**src/brc_pkg.sv**
```systemverilog
package brc_pkg;

  // ----------------------------------------------------------------
  // register map
  // ----------------------------------------------------------------
  localparam logic [3:0] BRC_ADDR_BOOST_CTRL   = 4'h0;
  localparam logic [3:0] BRC_ADDR_CHARGER_CTRL = 4'h1;
  localparam logic [3:0] BRC_ADDR_STATUS       = 4'h2;

  localparam logic [7:0] BRC_BOOST_CTRL_RESET   = 8'h24;
  localparam logic [7:0] BRC_CHARGER_CTRL_RESET = 8'h00;

  localparam int BRC_STATE_LSB   = 0;
  localparam int BRC_STATE_MSB   = 2;
  localparam int BRC_CHARGER_DIRECTION_BIT_BIT    = 0;
  localparam int BRC_HOST_BIT    = 1;

  localparam logic [2:0] BRC_STATE_OFF = 3'h4;
  localparam logic [2:0] BRC_STATE_ON  = 3'h7;

  // status bit positions
  localparam int BRC_ST_FAULT  = 0;
  localparam int BRC_ST_BOOST  = 1;
  localparam int BRC_ST_ISO    = 2;
  localparam int BRC_ST_SSTART = 3;
  localparam int BRC_ST_SCLAT  = 4;
  localparam int BRC_ST_OVLAT  = 5;
  localparam int BRC_ST_UVEN   = 6;

  // ----------------------------------------------------------------
  // timing
  // ----------------------------------------------------------------
  localparam int BRC_CLK_MHZ       = 100;
  localparam int BRC_SOFT_START_US = 4000;
  localparam int BRC_SOFT_START_CYC = BRC_SOFT_START_US * BRC_CLK_MHZ;

  typedef enum logic [1:0] {
    BRC_OFF   = 2'b00,
    BRC_SOFT  = 2'b01,
    BRC_RUN   = 2'b10,
    BRC_TRIP  = 2'b11
  } brc_state_e;

endpackage

```
**src/brc_fault_if.sv**
```systemverilog
`timescale 1ns/1ps
interface brc_fault_if;
  logic uv;
  logic oc;
  logic sc;
  logic ov;
  logic sc_mask;
  logic sc_hit;
  logic ov_hit;
  logic soft_hold;
  logic active;

  modport src (output uv, output oc, output sc, output ov, input sc_mask,
               output sc_hit, output ov_hit, output soft_hold, input active);
  modport ctl (input uv, input oc, input sc, input ov, output sc_mask,
               input sc_hit, input ov_hit, input soft_hold, output active);
endinterface // brc_fault_if

```
**src/brc_soft_timer.sv**
```systemverilog
`timescale 1ns/1ps
module brc_soft_timer #(
  parameter int CYCLES = brc_pkg::BRC_SOFT_START_CYC
) (
  input  wire logic clk_in,
  input  wire logic reset_n_in,
  input  wire logic start_in,
  input  wire logic abort_in,
  output logic      busy_out
);
  import brc_pkg::*;

  localparam int W = $clog2(CYCLES + 1);
  logic [W-1:0] count_reg;

  always_ff @(posedge clk_in or negedge reset_n_in) begin
    if (!reset_n_in) begin
      count_reg <= '0;
    end else if (abort_in) begin
      count_reg <= '0;
    end else if (start_in) begin
      count_reg <= W'(CYCLES);
    end else if (count_reg != '0) begin
      count_reg <= count_reg - W'(1);
    end
  end

  assign busy_out = (count_reg != '0);
endmodule // brc_soft_timer

```
**src/brc_fault_sense.sv**
```systemverilog
// How it works
// charger bit low: switch off, field drives boost
// charger high, host low: boost, switch on
// both high: switch off, field drives boost
// state field bits 2:0, reset 0x24
// turn-on sets flag until soft start ends
// under-voltage sets flag while it lasts
// over-current gates switch, sets flag
// short trips boost and switch, sets flag
// short latch cleared only by re-enable
// short ignored during soft start
// over-voltage trips boost, sets flag
// over-voltage cleared by off then on
//
// Chosen here: the strobed register port and the register addresses.
`timescale 1ns/1ps
module brc_fault_sense (
  input  wire logic  clk_in,
  input  wire logic  reset_n_in,
  input  wire logic  uv_in,
  input  wire logic  oc_in,
  input  wire logic  sc_in,
  input  wire logic  ov_in,
  brc_fault_if.src   flt
);
  import brc_pkg::*;

  // comparator outputs are taken as synchronous; one stage aligns them
  always_ff @(posedge clk_in or negedge reset_n_in) begin
    if (!reset_n_in) begin
      flt.uv <= 1'b0;
      flt.oc <= 1'b0;
      flt.sc <= 1'b0;
      flt.ov <= 1'b0;
    end else begin
      flt.uv <= uv_in;
      flt.oc <= oc_in;
      flt.sc <= sc_in;
      flt.ov <= ov_in;
    end
  end

  // short ignored while soft start masks it
  assign flt.sc_hit    = flt.sc && !flt.sc_mask && flt.active;
  assign flt.ov_hit    = flt.ov && flt.active;
  // over-current holds the gate off while it lasts
  assign flt.soft_hold = flt.oc && flt.active;
endmodule // brc_fault_sense

// ----------------------------------------------------------------
// top: rail enable, isolation switch and fault flag
// ----------------------------------------------------------------
module boost_rail_enable_fault_ctrl #(
  parameter int SOFT_CYCLES = brc_pkg::BRC_SOFT_START_CYC
) (
  input  wire logic       clk_in,
  input  wire logic       reset_n_in,
  input  wire logic [3:0] reg_addr_in,
  input  wire logic [7:0] reg_wdata_in,
  input  wire logic       reg_write_in,
  input  wire logic       reg_read_in,
  output logic      [7:0] reg_rdata_out,
  input  wire logic       uv_in,
  input  wire logic       oc_in,
  input  wire logic       sc_in,
  input  wire logic       ov_in,
  output logic            boost_en_out,
  output logic            iso_en_out,
  output logic            fault_out,
  output logic            gate_off_out,
  output logic            uv_en_out
);
  import brc_pkg::*;

  // ----------------------------------------------------------------
  // declarations
  // ----------------------------------------------------------------
  brc_fault_if u_flt ();

  logic [7:0] boost_ctrl_reg;
  logic [7:0] charger_ctrl_reg;
  logic       sc_lat_reg;
  logic       ov_lat_reg;
  logic       ov_off_seen_reg;
  brc_state_e state_reg;
  brc_state_e state_next;
  logic       boost_en_reg;
  logic       iso_en_reg;
  logic       fault_reg;
  logic       fault_next;
  logic       gate_off_reg;
  logic       uv_en_reg;
  logic [7:0] rdata_reg;
  logic [7:0] status_word;

  logic [2:0] state_field;
  logic       charger_direction_bit_bit;
  logic       host_bit;
  logic       field_on;
  logic       boost_req;
  logic       iso_req;
  logic       latched;
  logic       allow;
  logic       wr_boost;
  logic       wr_charger_direction_bit;
  logic       wr_on;
  logic       wr_off;
  logic       sc_hit;
  logic       ov_hit;
  logic       oc_hold;
  logic       run_next;
  logic       timer_start;
  logic       timer_abort;
  logic       timer_busy;

  // ----------------------------------------------------------------
  // submodules
  // ----------------------------------------------------------------
  brc_fault_sense u_sense (
    .clk_in     (clk_in),
    .reset_n_in (reset_n_in),
    .uv_in      (uv_in),
    .oc_in      (oc_in),
    .sc_in      (sc_in),
    .ov_in      (ov_in),
    .flt        (u_flt)
  );

  // soft start length
  brc_soft_timer #(
    .CYCLES (SOFT_CYCLES)
  ) u_soft (
    .clk_in     (clk_in),
    .reset_n_in (reset_n_in),
    .start_in   (timer_start),
    .abort_in   (timer_abort),
    .busy_out   (timer_busy)
  );

  // ----------------------------------------------------------------
  // decode
  // ----------------------------------------------------------------
  assign state_field = boost_ctrl_reg[BRC_STATE_MSB:BRC_STATE_LSB];
  assign charger_direction_bit_bit    = charger_ctrl_reg[BRC_CHARGER_DIRECTION_BIT_BIT];
  assign host_bit    = charger_ctrl_reg[BRC_HOST_BIT];
  // reserved and unused codes count as off
  assign field_on    = (state_field == BRC_STATE_ON);
  assign wr_boost    = reg_write_in && (reg_addr_in == BRC_ADDR_BOOST_CTRL);
  assign wr_charger_direction_bit     = reg_write_in && (reg_addr_in == BRC_ADDR_CHARGER_CTRL);
  assign wr_on       = wr_boost && (reg_wdata_in[BRC_STATE_MSB:BRC_STATE_LSB] == BRC_STATE_ON);
  assign wr_off      = wr_boost && (reg_wdata_in[BRC_STATE_MSB:BRC_STATE_LSB] == BRC_STATE_OFF);

  always_comb begin
    boost_req = 1'b0;
    iso_req   = 1'b0;
    if (!charger_direction_bit_bit) begin
      // field alone drives boost
      boost_req = field_on;
      iso_req   = 1'b0;
    end else if (!host_bit) begin
      // host mode forces both on
      boost_req = 1'b1;
      iso_req   = 1'b1;
    end else begin
      // switch off, field drives
      boost_req = field_on;
      iso_req   = 1'b0;
    end
  end

  assign latched = sc_lat_reg || ov_lat_reg;
  assign allow   = boost_req && !latched;

  // short masked during soft start
  assign u_flt.sc_mask = (state_reg == BRC_SOFT);
  assign u_flt.active  = (state_reg == BRC_SOFT) || (state_reg == BRC_RUN);
  assign sc_hit        = u_flt.sc_hit;
  assign ov_hit        = u_flt.ov_hit;
  assign oc_hold       = u_flt.soft_hold;

  // ----------------------------------------------------------------
  // control registers
  // ----------------------------------------------------------------
  // control register reset value
  always_ff @(posedge clk_in or negedge reset_n_in) begin
    if (!reset_n_in) begin
      boost_ctrl_reg <= BRC_BOOST_CTRL_RESET;
    end else if (wr_boost) begin
      boost_ctrl_reg <= reg_wdata_in;
    end
  end

  always_ff @(posedge clk_in or negedge reset_n_in) begin
    if (!reset_n_in) begin
      charger_ctrl_reg <= BRC_CHARGER_CTRL_RESET;
    end else if (wr_charger_direction_bit) begin
      charger_ctrl_reg <= reg_wdata_in;
    end
  end

  // ----------------------------------------------------------------
  // fault latches
  // ----------------------------------------------------------------
  // short held until re-enable; a new hit wins over the clear
  always_ff @(posedge clk_in or negedge reset_n_in) begin
    if (!reset_n_in) begin
      sc_lat_reg <= 1'b0;
    end else if (sc_hit) begin
      sc_lat_reg <= 1'b1;
    end else if (wr_on) begin
      sc_lat_reg <= 1'b0;
    end
  end

  // over-voltage needs off then on
  always_ff @(posedge clk_in or negedge reset_n_in) begin
    if (!reset_n_in) begin
      ov_lat_reg <= 1'b0;
    end else if (ov_hit) begin
      ov_lat_reg <= 1'b1;
    end else if (wr_on && ov_off_seen_reg) begin
      ov_lat_reg <= 1'b0;
    end
  end

  always_ff @(posedge clk_in or negedge reset_n_in) begin
    if (!reset_n_in) begin
      ov_off_seen_reg <= 1'b0;
    end else if (ov_hit || !ov_lat_reg) begin
      ov_off_seen_reg <= 1'b0;
    end else if (wr_off) begin
      ov_off_seen_reg <= 1'b1;
    end
  end

  // ----------------------------------------------------------------
  // rail state
  // ----------------------------------------------------------------
  always_comb begin
    state_next = state_reg;
    case (state_reg)
      BRC_OFF: begin
        if (allow) begin
          state_next = BRC_SOFT;
        end
      end
      BRC_SOFT: begin
        // over-voltage trips even in soft start
        if (sc_hit || ov_hit) begin
          state_next = BRC_TRIP;
        end else if (!allow) begin
          state_next = BRC_OFF;
        end else if (!timer_busy) begin
          state_next = BRC_RUN;
        end
      end
      BRC_RUN: begin
        // short or surge shuts down
        if (sc_hit || ov_hit) begin
          state_next = BRC_TRIP;
        end else if (!allow) begin
          state_next = BRC_OFF;
        end
      end
      BRC_TRIP: begin
        // no automatic restart: leaves only once software clears the latch
        if (!latched) begin
          state_next = BRC_OFF;
        end
      end
      default: begin
        state_next = BRC_OFF;
      end
    endcase
  end

  assign timer_start = (state_reg == BRC_OFF) && (state_next == BRC_SOFT);
  assign timer_abort = (state_reg == BRC_SOFT) && (state_next != BRC_SOFT);
  assign run_next    = (state_next == BRC_SOFT) || (state_next == BRC_RUN);

  always_ff @(posedge clk_in or negedge reset_n_in) begin
    if (!reset_n_in) begin
      state_reg <= BRC_OFF;
    end else begin
      state_reg <= state_next;
    end
  end

  // ----------------------------------------------------------------
  // outputs
  // ----------------------------------------------------------------
  // flag high through soft start and trips
  always_comb begin
    fault_next = 1'b0;
    if ((state_next == BRC_SOFT) || (state_next == BRC_TRIP)) begin
      fault_next = 1'b1;
    end else if (state_next == BRC_RUN) begin
      // under-voltage or over-current
      fault_next = u_flt.uv || oc_hold;
    end
  end

  always_ff @(posedge clk_in or negedge reset_n_in) begin
    if (!reset_n_in) begin
      fault_reg <= 1'b0;
    end else begin
      fault_reg <= fault_next;
    end
  end

  // switch follows the rail off on a trip
  always_ff @(posedge clk_in or negedge reset_n_in) begin
    if (!reset_n_in) begin
      boost_en_reg <= 1'b0;
      iso_en_reg   <= 1'b0;
    end else begin
      boost_en_reg <= run_next;
      iso_en_reg   <= run_next && iso_req;
    end
  end

  // comparator enabled while the rail runs
  always_ff @(posedge clk_in or negedge reset_n_in) begin
    if (!reset_n_in) begin
      uv_en_reg <= 1'b0;
    end else begin
      uv_en_reg <= run_next;
    end
  end

  // cycle limit: gate held off while current is high
  always_ff @(posedge clk_in or negedge reset_n_in) begin
    if (!reset_n_in) begin
      gate_off_reg <= 1'b0;
    end else begin
      gate_off_reg <= run_next && oc_hold;
    end
  end

  // ----------------------------------------------------------------
  // read port
  // ----------------------------------------------------------------
  always_comb begin
    status_word                = 8'h00;
    status_word[BRC_ST_FAULT]  = fault_reg;
    status_word[BRC_ST_BOOST]  = boost_en_reg;
    status_word[BRC_ST_ISO]    = iso_en_reg;
    status_word[BRC_ST_SSTART] = (state_reg == BRC_SOFT);
    status_word[BRC_ST_SCLAT]  = sc_lat_reg;
    status_word[BRC_ST_OVLAT]  = ov_lat_reg;
    status_word[BRC_ST_UVEN]   = uv_en_reg;
  end

  // data stands one cycle only, zero otherwise
  always_ff @(posedge clk_in or negedge reset_n_in) begin
    if (!reset_n_in) begin
      rdata_reg <= 8'h00;
    end else if (reg_read_in) begin
      case (reg_addr_in)
        BRC_ADDR_BOOST_CTRL: begin
          rdata_reg <= boost_ctrl_reg;
        end
        BRC_ADDR_CHARGER_CTRL: begin
          rdata_reg <= charger_ctrl_reg;
        end
        BRC_ADDR_STATUS: begin
          rdata_reg <= status_word;
        end
        default: begin
          rdata_reg <= 8'h00;
        end
      endcase
    end else begin
      rdata_reg <= 8'h00;
    end
  end

  assign reg_rdata_out = rdata_reg;
  assign boost_en_out  = boost_en_reg;
  assign iso_en_out    = iso_en_reg;
  assign fault_out     = fault_reg;
  assign gate_off_out  = gate_off_reg;
  assign uv_en_out     = uv_en_reg;
endmodule // boost_rail_enable_fault_ctrl

```
**config.mk**
```make
export PLATFORM = sky130hd
export DESIGN_NAME = boost_rail_enable_fault_ctrl
export DESIGN_NICKNAME = d
export VERILOG_FILES = /design/src/brc_pkg.sv /design/src/brc_fault_if.sv /design/src/brc_soft_timer.sv /design/src/brc_fault_sense.sv
export SDC_FILE = /design/constraint.sdc
export NUM_CORES = 1
export LEC_CHECK = 0
export ABC_CLOCK_PERIOD_IN_PS = 3800
export BUFFER_PORTS_ARGS = -buffer_cell sky130_fd_sc_hd__buf_4
export CAP_MARGIN = 0
export CORE_MARGIN = 10
export CORE_UTILIZATION = 48
export DETAILED_ROUTE_END_ITERATION = 10
export GPL_ROUTABILITY_DRIVEN = 0
export PLACE_DENSITY = 0.68
export SLEW_MARGIN = 25
export SYNTH_ARGS = -nofsm -noshare
export SYNTH_HDL_FRONTEND = slang
export SYNTH_SLANG_ARGS = --single-unit
export TNS_END_PERCENT = 50
```
**constraint.sdc**
```tcl
create_clock -name clk_in -period 3.8 [get_ports clk_in]
set_input_delay 0.76 -clock clk_in [delete_from_list [all_inputs] [get_ports clk_in]]
set_output_delay 0.76 -clock clk_in [all_outputs]
set_load 0.05 [all_outputs]
```
# == After elaboration in Yosys (flattened, before gate mapping) ==
# Cells that the tools add are included.
# word_totals
n_memories,0
mem_bits_ro,0
regBits,56
elab_cells,85
latchBits,0
ram_bits,0
# classes
n_eq_ne,12
bitwise,0
mul,0
magnitude_cmp,0
n_addsub,1
n_reduce_logical,31
n_div,0
shifts,0
n_mux,25
# op_table
op,n
two-way mux 19 bit,3
one-hot mux 8 bit (3 select lines),1
nonzero test 19 bit,1
"subtractor 19 x 1 -> 19 bit, second input constant",1
logical AND 1 bit,14
two-way mux 2 bit,7
two-way mux 1 bit,12
"equality test 3 bit, second input constant",3
"equality test 2 bit, second input constant",4
two-way mux 8 bit,1
one-hot mux 2 bit (4 select lines),1
logical OR 1 bit,7
nonzero test 2 bit,3
"equality test 2 x 1 -> 1 bit, second input constant",2
"equality test 4 x 1 -> 1 bit, second input constant",1
"equality test 4 x 2 -> 1 bit, second input constant",1
logical NOT 4 bit,1
logical NOT 1 bit,3
nonzero test 3 bit,1
logical NOT 2 bit,1
"inequality test 2 x 1 -> 1 bit, second input constant",1

# == Longest topological paths before layout ==
# depth
depth_word,11
ltp_mapped,14
ltp_nobuf,13

# == Modules after synthesis ==
# Synthesis repeated with hierarchy kept, for this count alone.
# hier_totals
cells_unflattened,260
hier_area_um2,2859.0
# modules_own_cells
mod,n_inst,area_each_um2,cells_each,seq_area_each_um2
boost_rail_enable_fault_ctrl,1,1590.3,135,828.3
brc_soft_timer,1,1144.8,118,475.5
brc_fault_sense,1,123.9,7,100.1

# == Worst setup path after synthesis ==
# No wires, ideal clock.
# synth_path
path_type,reg2reg
from,register u_soft.count_reg[2]
to,register u_soft.count_reg[16]
path_stages_with_launch,12
slack_ns,0.798
setup_ns,0.134
n_path_buf,2
arrival_time_ns,2.868
cell_sequence,dfrtp_1 -> or4_4 -> nor4_4 -> buf_6 -> nand4_2 -> a31oi_4 -> inv_1 -> ha_1 -> nor2b_1 -> nand2b_1 -> clkbuf_1 -> nor3_1
# synth_via
elab_chain_cells,9
elab_cells_between_ends,14
cone_classes,1 x add/sub; 2 x eq/ne; 7 x mux; 4 x reduce/logical
# synth_rtl
item,line_no,rtl
start: declaration,brc_soft_timer.sv:14,logic [W-1:0] count_reg;
start signal: assignment,brc_soft_timer.sv:22,count_reg <= W'(CYCLES);
start signal: assignment,brc_soft_timer.sv:24,count_reg <= count_reg - W'(1);
nonzero test 19 bit (*),brc_soft_timer.sv:28,assign busy_out = (count_reg != '0);
two-way mux 2 bit (*),brc_fault_sense.sv:253,end else if (!timer_busy) begin
two-way mux 2 bit (*),brc_fault_sense.sv:251,end else if (!allow) begin
two-way mux 2 bit (*),brc_fault_sense.sv:249,if (sc_hit || ov_hit) begin
one-hot mux 2 bit (4 select lines) (*),brc_fault_sense.sv:241,case (state_reg)
net state_next[0],brc_fault_sense.sv:86,brc_state_e state_next;
equality test 2 x 1 -> 1 bit,brc_fault_sense.sv:277,assign timer_start = (state_reg == BRC_OFF) && (state_next == BRC_SOFT);
logical AND 1 bit,brc_fault_sense.sv:277,
two-way mux 19 bit,brc_soft_timer.sv:21,end else if (start_in) begin
two-way mux 19 bit,brc_soft_timer.sv:19,end else if (abort_in) begin
# Mark *: on every way through the listed nets, which the timed path passes. The rest lies on a longest branch. The select of a mux whose other input is x is not followed.
# A chain may end at the register's enable or synchronous reset.

# == Worst setup path in the final report ==
# layout_path
from,register u_soft.count_reg[11]
to,register u_soft.count_reg[13]
# layout_via
elab_chain_cells,9
elab_cells_between_ends,14
cone_classes,1 x add/sub; 2 x eq/ne; 7 x mux; 4 x reduce/logical
# layout_rtl
item,line_no
nonzero test 19 bit,"brc_soft_timer.sv:23, brc_soft_timer.sv:28"
two-way mux 2 bit,brc_fault_sense.sv:253
two-way mux 2 bit,brc_fault_sense.sv:251
two-way mux 2 bit,brc_fault_sense.sv:249
one-hot mux 2 bit (4 select lines),brc_fault_sense.sv:241
equality test 2 x 1 -> 1 bit,brc_fault_sense.sv:277
logical AND 1 bit,brc_fault_sense.sv:277
two-way mux 19 bit,brc_soft_timer.sv:21
two-way mux 19 bit,brc_soft_timer.sv:19
# Several ways; a longest one is shown, not always the timed one. The select of a mux whose other input is x is not followed.

==> results by stage <==
Status:
- The run finished with clean final reports.

STA:
- At the pin with the least slew margin, the transition time is just under 0.8 ns.
- For the final database, setup skew stands at roughly 0.010 ns.
- The final max-slew violation count is 0.
- The upper clock frequency limit is between 300 and 400 MHz.
- The total count of hold-check failures in the final report came to 0.
- In this run the tightest slew margin relative to its limit is 0.4778.
- The final period demand of the worst path is ~3.3 ns.
- Setup repair after global routing left no endpoint under its margin.
- Setup violations remaining at the end of the flow were counted as 0.
- Dividing the final minimum period by the clock period gives 0.8659.
- For the final routed database, the setup TNS stands at 0 ns.

Routing:
- In the routed layout, each cell is associated on average with a via count of ~5.3.
- In the routed design, unresolved DRC markers number 0.
- The first routing iteration left between 100 and 150 violations.
- Once detail routing completed, the nets flagged for antenna violations numbered 0.
- In the final routed layout, each cell accounts on average for ~15 µm.
- The iteration count of the initial detailed-routing pass is 4.
- The final layout contains routed wiring with a total length of 5.530 mm.
- The via count is just under 2,000.

Critical path:
- The sort of element at the end of the critical path is a register.
- The startpoint type of the worst setup path is a register.
- Counting buffers and inverters, the worst setup path is 11 cells deep.
- Walking the worst path, the cells encountered are nor4_1, and2_1, and2_1, a31oi_1, o22a_1, ha_1, nor2b_1, nand2b_2, nor2_1, nand3_1, nand2_1.
- The largest single stage delay on the critical path is ~0.50 ns.
- STA puts the critical path data required time at approximately 4 ns.
- The most numerous cell type found on the critical path is sky130_fd_sc_hd__and2_1.
- The endpoint identified for the worst register-to-register timing path is u_soft.count_reg[13]$_DFFE_PN0P_.
- The setup check on the worst reg-to-reg path leaves a slack of 0.51 ns.
- In this run the worst path has a maximum fanout of 15.
- The count of cells along the worst register-to-register path is 11.
- The worst setup path endpoint is u_soft.count_reg[13]$_DFFE_PN0P_.
- Grouping stages by cell kind, the critical path spends the most delay in simple AND/OR/NAND/NOR gates.
- The slowest stage of the critical path is the sky130_fd_sc_hd__nor4_1 cell.
- For the worst setup path, the data arrival time is roughly 3.5 ns.
- The number of buffers and inverters on the critical path is 0.
- The critical path is of the register to register type.
- The critical path launch point is u_soft.count_reg[11]$_DFFE_PN0P_.
- The worst register-to-register path begins at u_soft.count_reg[11]$_DFFE_PN0P_.

Die:
- The starting density of the core is 0.4969.
- The die span in x is around 96 µm.
- In this run the vertical extent of the chip is roughly 96 µm.
- The I/O pin total is 33.
- The core region is between 5000 and 6000 µm².
- The die covers about 9000 µm².
- The placement row count is 27.

Synthesis:
- Summing every instance area after synthesis gives 2736 µm².
- The share of synthesized flip-flops with an asynchronous set or reset is 1.000.
- The cell count after synthesis came out at approximately 260.
- The flip-flop cell with the highest count after synthesis is sky130_fd_sc_hd__dfrtp_1.
- The synthesized design contains 0 enable-type register cells.
- The Yosys warning count is 0.
- The share of the Yosys chip area taken by registers is 0.5130.
- Each instance of the synthesized netlist takes up on average 10.48 µm².
- In this run, synthesis produced a sequential element count of between 50 and 60.
- The netlist uses 47 different library cells.
- The number of nets in the synthesized netlist is around 290.

Job:
- The number of max-capacitance violations reported is 0.

Global routing:
- The overflow left after global routing is 0.
- In the global route stage, overall resource usage came out at 0.1324.
- The number of global-route vias before repair came to 1,936.
- The number of antenna violations at the first check in global routing came to 0.
- The first-pass GRT wire length is between 9 and 10 mm.
- The largest net degree at the start of global routing is 57.

Clocking:
- The post-CTS clock slew at the launch and capture registers of the worst setup and hold paths is roughly 0.10 ns.
- The TritonCTS sink count is between 50 and 60.
- The number of setup buffers added after CTS is 0.
- The later pin in the worst-skew pair is clocked with a latency of about 0.31 ns.
- In this run, CTS created clock tree buffers numbering 5.
- In this run the number of H-tree levels came out at 2.
- The CTS tree is done.
- CTS placed an instance of sky130_fd_sc_hd__clkbuf_8 at the clock tree root.
- Counting along the longest clock path gives a buffer depth of 2.

Pwr:
- For this design the ratio of total power to cell area is between 500 and 600 nW/µm².
- The share of total power dissipated in the clock network is 0.179.
- The internal power consumption is 1.133 mW.
- The worst-case IR drop observed on VDD is 0.4519 mV.
- The combinational cell fraction of total power is 0.321.
- Of the total power, the share spent switching nets is 0.3728.
- The share of total power dissipated in sequential elements is 0.501.
- The analysis attributes to cell leakage a power of 1.389 nW.
- For this design the total switching power over the nets is just under 0.7 mW.
- Total power for the finished layout comes to 1.806 mW.

Final layout:
- 0 antenna diodes ended up in the layout.
- The net total in the final layout is 319.
- The share of final-layout standard cells stronger than drive strength 1 is 0.2253.
- The flip-flop count of the largest register, all copies and words added is 19.
- The synthesis-to-finish area growth is 14.04%.
- The cell area after layout is 3120 µm².

Placement:
- The HPWL after detailed placement is 4.177 mm.
- The placed instances occupy a cell area of a little over 3000 µm².
- The count of buffers added on input and output ports is 32.

Worst hold path:
- The worst min-delay path class is input port to asynchronous set/reset pin.
## power groups by stage
stage | clock network [mW] | registers [mW] | logic [mW]
finish | 0.322 | 0.904 | 0.579
global placement | 0 | 0.906 | 0.570
floorplan | 0 | 0.894 | 0.435
CTS | 0.337 | 0.900 | 0.583
global route | 0.362 | 0.927 | 0.648
detailed placement | 0 | 0.911 | 0.582
## synthesized netlist by cell type (4+ instances only)
cell | number | area share
sky130_fd_sc_hd__ha_1 | 7 | 0.032
sky130_fd_sc_hd__nor2_1 | 35 | 0.048
sky130_fd_sc_hd__nor4_1 | 6 | 0.014
sky130_fd_sc_hd__mux2i_1 | 9 | 0.033
sky130_fd_sc_hd__nor3_1 | 5 | 0.0091
sky130_fd_sc_hd__or3_1 | 4 | 0.0091
sky130_fd_sc_hd__a21oi_1 | 21 | 0.038
sky130_fd_sc_hd__dfrtp_1 | 54 | 0.49
sky130_fd_sc_hd__mux2_2 | 15 | 0.062
sky130_fd_sc_hd__nor2b_1 | 4 | 0.0091
sky130_fd_sc_hd__xnor2_1 | 10 | 0.032
sky130_fd_sc_hd__inv_1 | 12 | 0.016
sky130_fd_sc_hd__nand3_1 | 8 | 0.015
sky130_fd_sc_hd__clkbuf_1 | 6 | 0.0082
sky130_fd_sc_hd__nand2_1 | 17 | 0.023
sky130_fd_sc_hd__o21ai_0 | 4 | 0.0073
## area by class of cell
| cell class | instances | area [µm²] |
|---|---|---|
| clock buffers | 5 | 68.82 |
| clock inverters | 3 | 21.27 |
| fillers | 502 | 2386 |
| inverters | 12 | 45.04 |
| multi-input cells | 184 | 1244 |
| flip-flops and latches | 56 | 1404 |
| well taps | 72 | 90.09 |
| repair buffers | 33 | 247.7 |
## layout by cell type (no fill, tap or decap), types with 2 or more instances in the layout
master / netlist / layout
sky130_fd_sc_hd__a21oi_1: 21 / 21
sky130_fd_sc_hd__xnor2_1: 10 / 10
sky130_fd_sc_hd__o31ai_1: 2 / 2
sky130_fd_sc_hd__mux2_2: 15 / 15
sky130_fd_sc_hd__nor2b_1: 4 / 4
sky130_fd_sc_hd__o21ai_0: 4 / 4
sky130_fd_sc_hd__and3_1: 3 / 3
sky130_fd_sc_hd__buf_4: 1 / 33
sky130_fd_sc_hd__nor3_1: 5 / 5
sky130_fd_sc_hd__ha_1: 7 / 7
sky130_fd_sc_hd__nand2b_1: 3 / 2
sky130_fd_sc_hd__clkbuf_8: 0 / 5
sky130_fd_sc_hd__dfrtp_1: 54 / 54
sky130_fd_sc_hd__nor2_1: 35 / 35
sky130_fd_sc_hd__nand4_1: 2 / 2
sky130_fd_sc_hd__a31oi_1: 2 / 2
sky130_fd_sc_hd__and2_1: 2 / 2
sky130_fd_sc_hd__inv_1: 12 / 12
sky130_fd_sc_hd__a211oi_1: 2 / 2
sky130_fd_sc_hd__nor4_1: 6 / 6
sky130_fd_sc_hd__mux2i_1: 9 / 9
sky130_fd_sc_hd__or3_1: 4 / 4
sky130_fd_sc_hd__nand2_1: 17 / 17
sky130_fd_sc_hd__nand3_1: 8 / 8
sky130_fd_sc_hd__dfstp_2: 2 / 2
sky130_fd_sc_hd__o211ai_1: 2 / 2
sky130_fd_sc_hd__xor2_1: 2 / 2
sky130_fd_sc_hd__a211o_1: 2 / 2
## timing repair
| action | 4_1_cts | 5_1_grt |
|---|---|---|
| hold buffers | 0 | 0 |
| endpoints found under the setup margin | 0 | 2 |
| resized for setup | 0 | 1 |
## worst min path at each step
stage                     cells after the start                     start  slack [ns]                             to
after floorplan                               0                reset_n_in        0.46  boost_ctrl_reg[0]$_DFFE_PN0P_
final                                         1                reset_n_in        0.49       u_sense.flt.ov$_DFF_PN0_
after global placement                        2  u_sense.flt.uv$_DFF_PN0_        0.48            fault_out$_DFF_PN0_
after CTS                                     2  u_sense.flt.uv$_DFF_PN0_        0.50            fault_out$_DFF_PN0_
after detailed placement                      2  u_sense.flt.uv$_DFF_PN0_        0.48            fault_out$_DFF_PN0_
after global routing                          1                     oc_in        0.53       u_sense.flt.oc$_DFF_PN0_
## through the flow
stage	utilization	worst slack, ns	hold WS [ns]	std cells
global placement	0.5499	0.4723	0.4788	357
detailed placement	0.5499	0.3809	0.4773	357
finish	0.5667	0.5096	0.4888	365
global route	0.5667	0.1135	0.5337	365
CTS	0.5662	0.3740	0.5010	365
floorplan	-	0.7981	0.4644	261
## metal layers
layer / share of wire / GRT usage / vias to the layer above
li1: - / - / 971
met2: 0.46 / 0.2034 / 40
met5: 0 / 0 / -
met1: 0.48 / 0.1805 / 927
met3: 0.058 / 0.03456 / 2
met4: 0.0056 / 0.03686 / 0
## logic make-up after synthesis
group,Yosys count,synth area share
buffers and inverters,21,0.03338
adder cells (fa/ha/maj),7,0.03201
multiplexers,24,0.09465
XOR/XNOR,12,0.03841
AO/OA/AOI/OAI,46,0.1139
flip-flops,56,0.5130
AND/OR/NAND/NOR,95,0.1747
## worst reg2reg max path, stage by stage, from the launching register on
cell and delay [ns]:
sky130_fd_sc_hd__dfrtp_1 0.44, sky130_fd_sc_hd__nor4_1 0.50, sky130_fd_sc_hd__and2_1 0.48, sky130_fd_sc_hd__and2_1 0.30, sky130_fd_sc_hd__a31oi_1 0.14, sky130_fd_sc_hd__o22a_1 0.22, sky130_fd_sc_hd__ha_1 0.19, sky130_fd_sc_hd__nor2b_1 0.33
sky130_fd_sc_hd__nand2b_2 0.39, sky130_fd_sc_hd__nor2_1 0.08, sky130_fd_sc_hd__nand3_1 0.08, sky130_fd_sc_hd__nand2_1 0.05
Note: power is estimated with default switching activity, not from simulation.
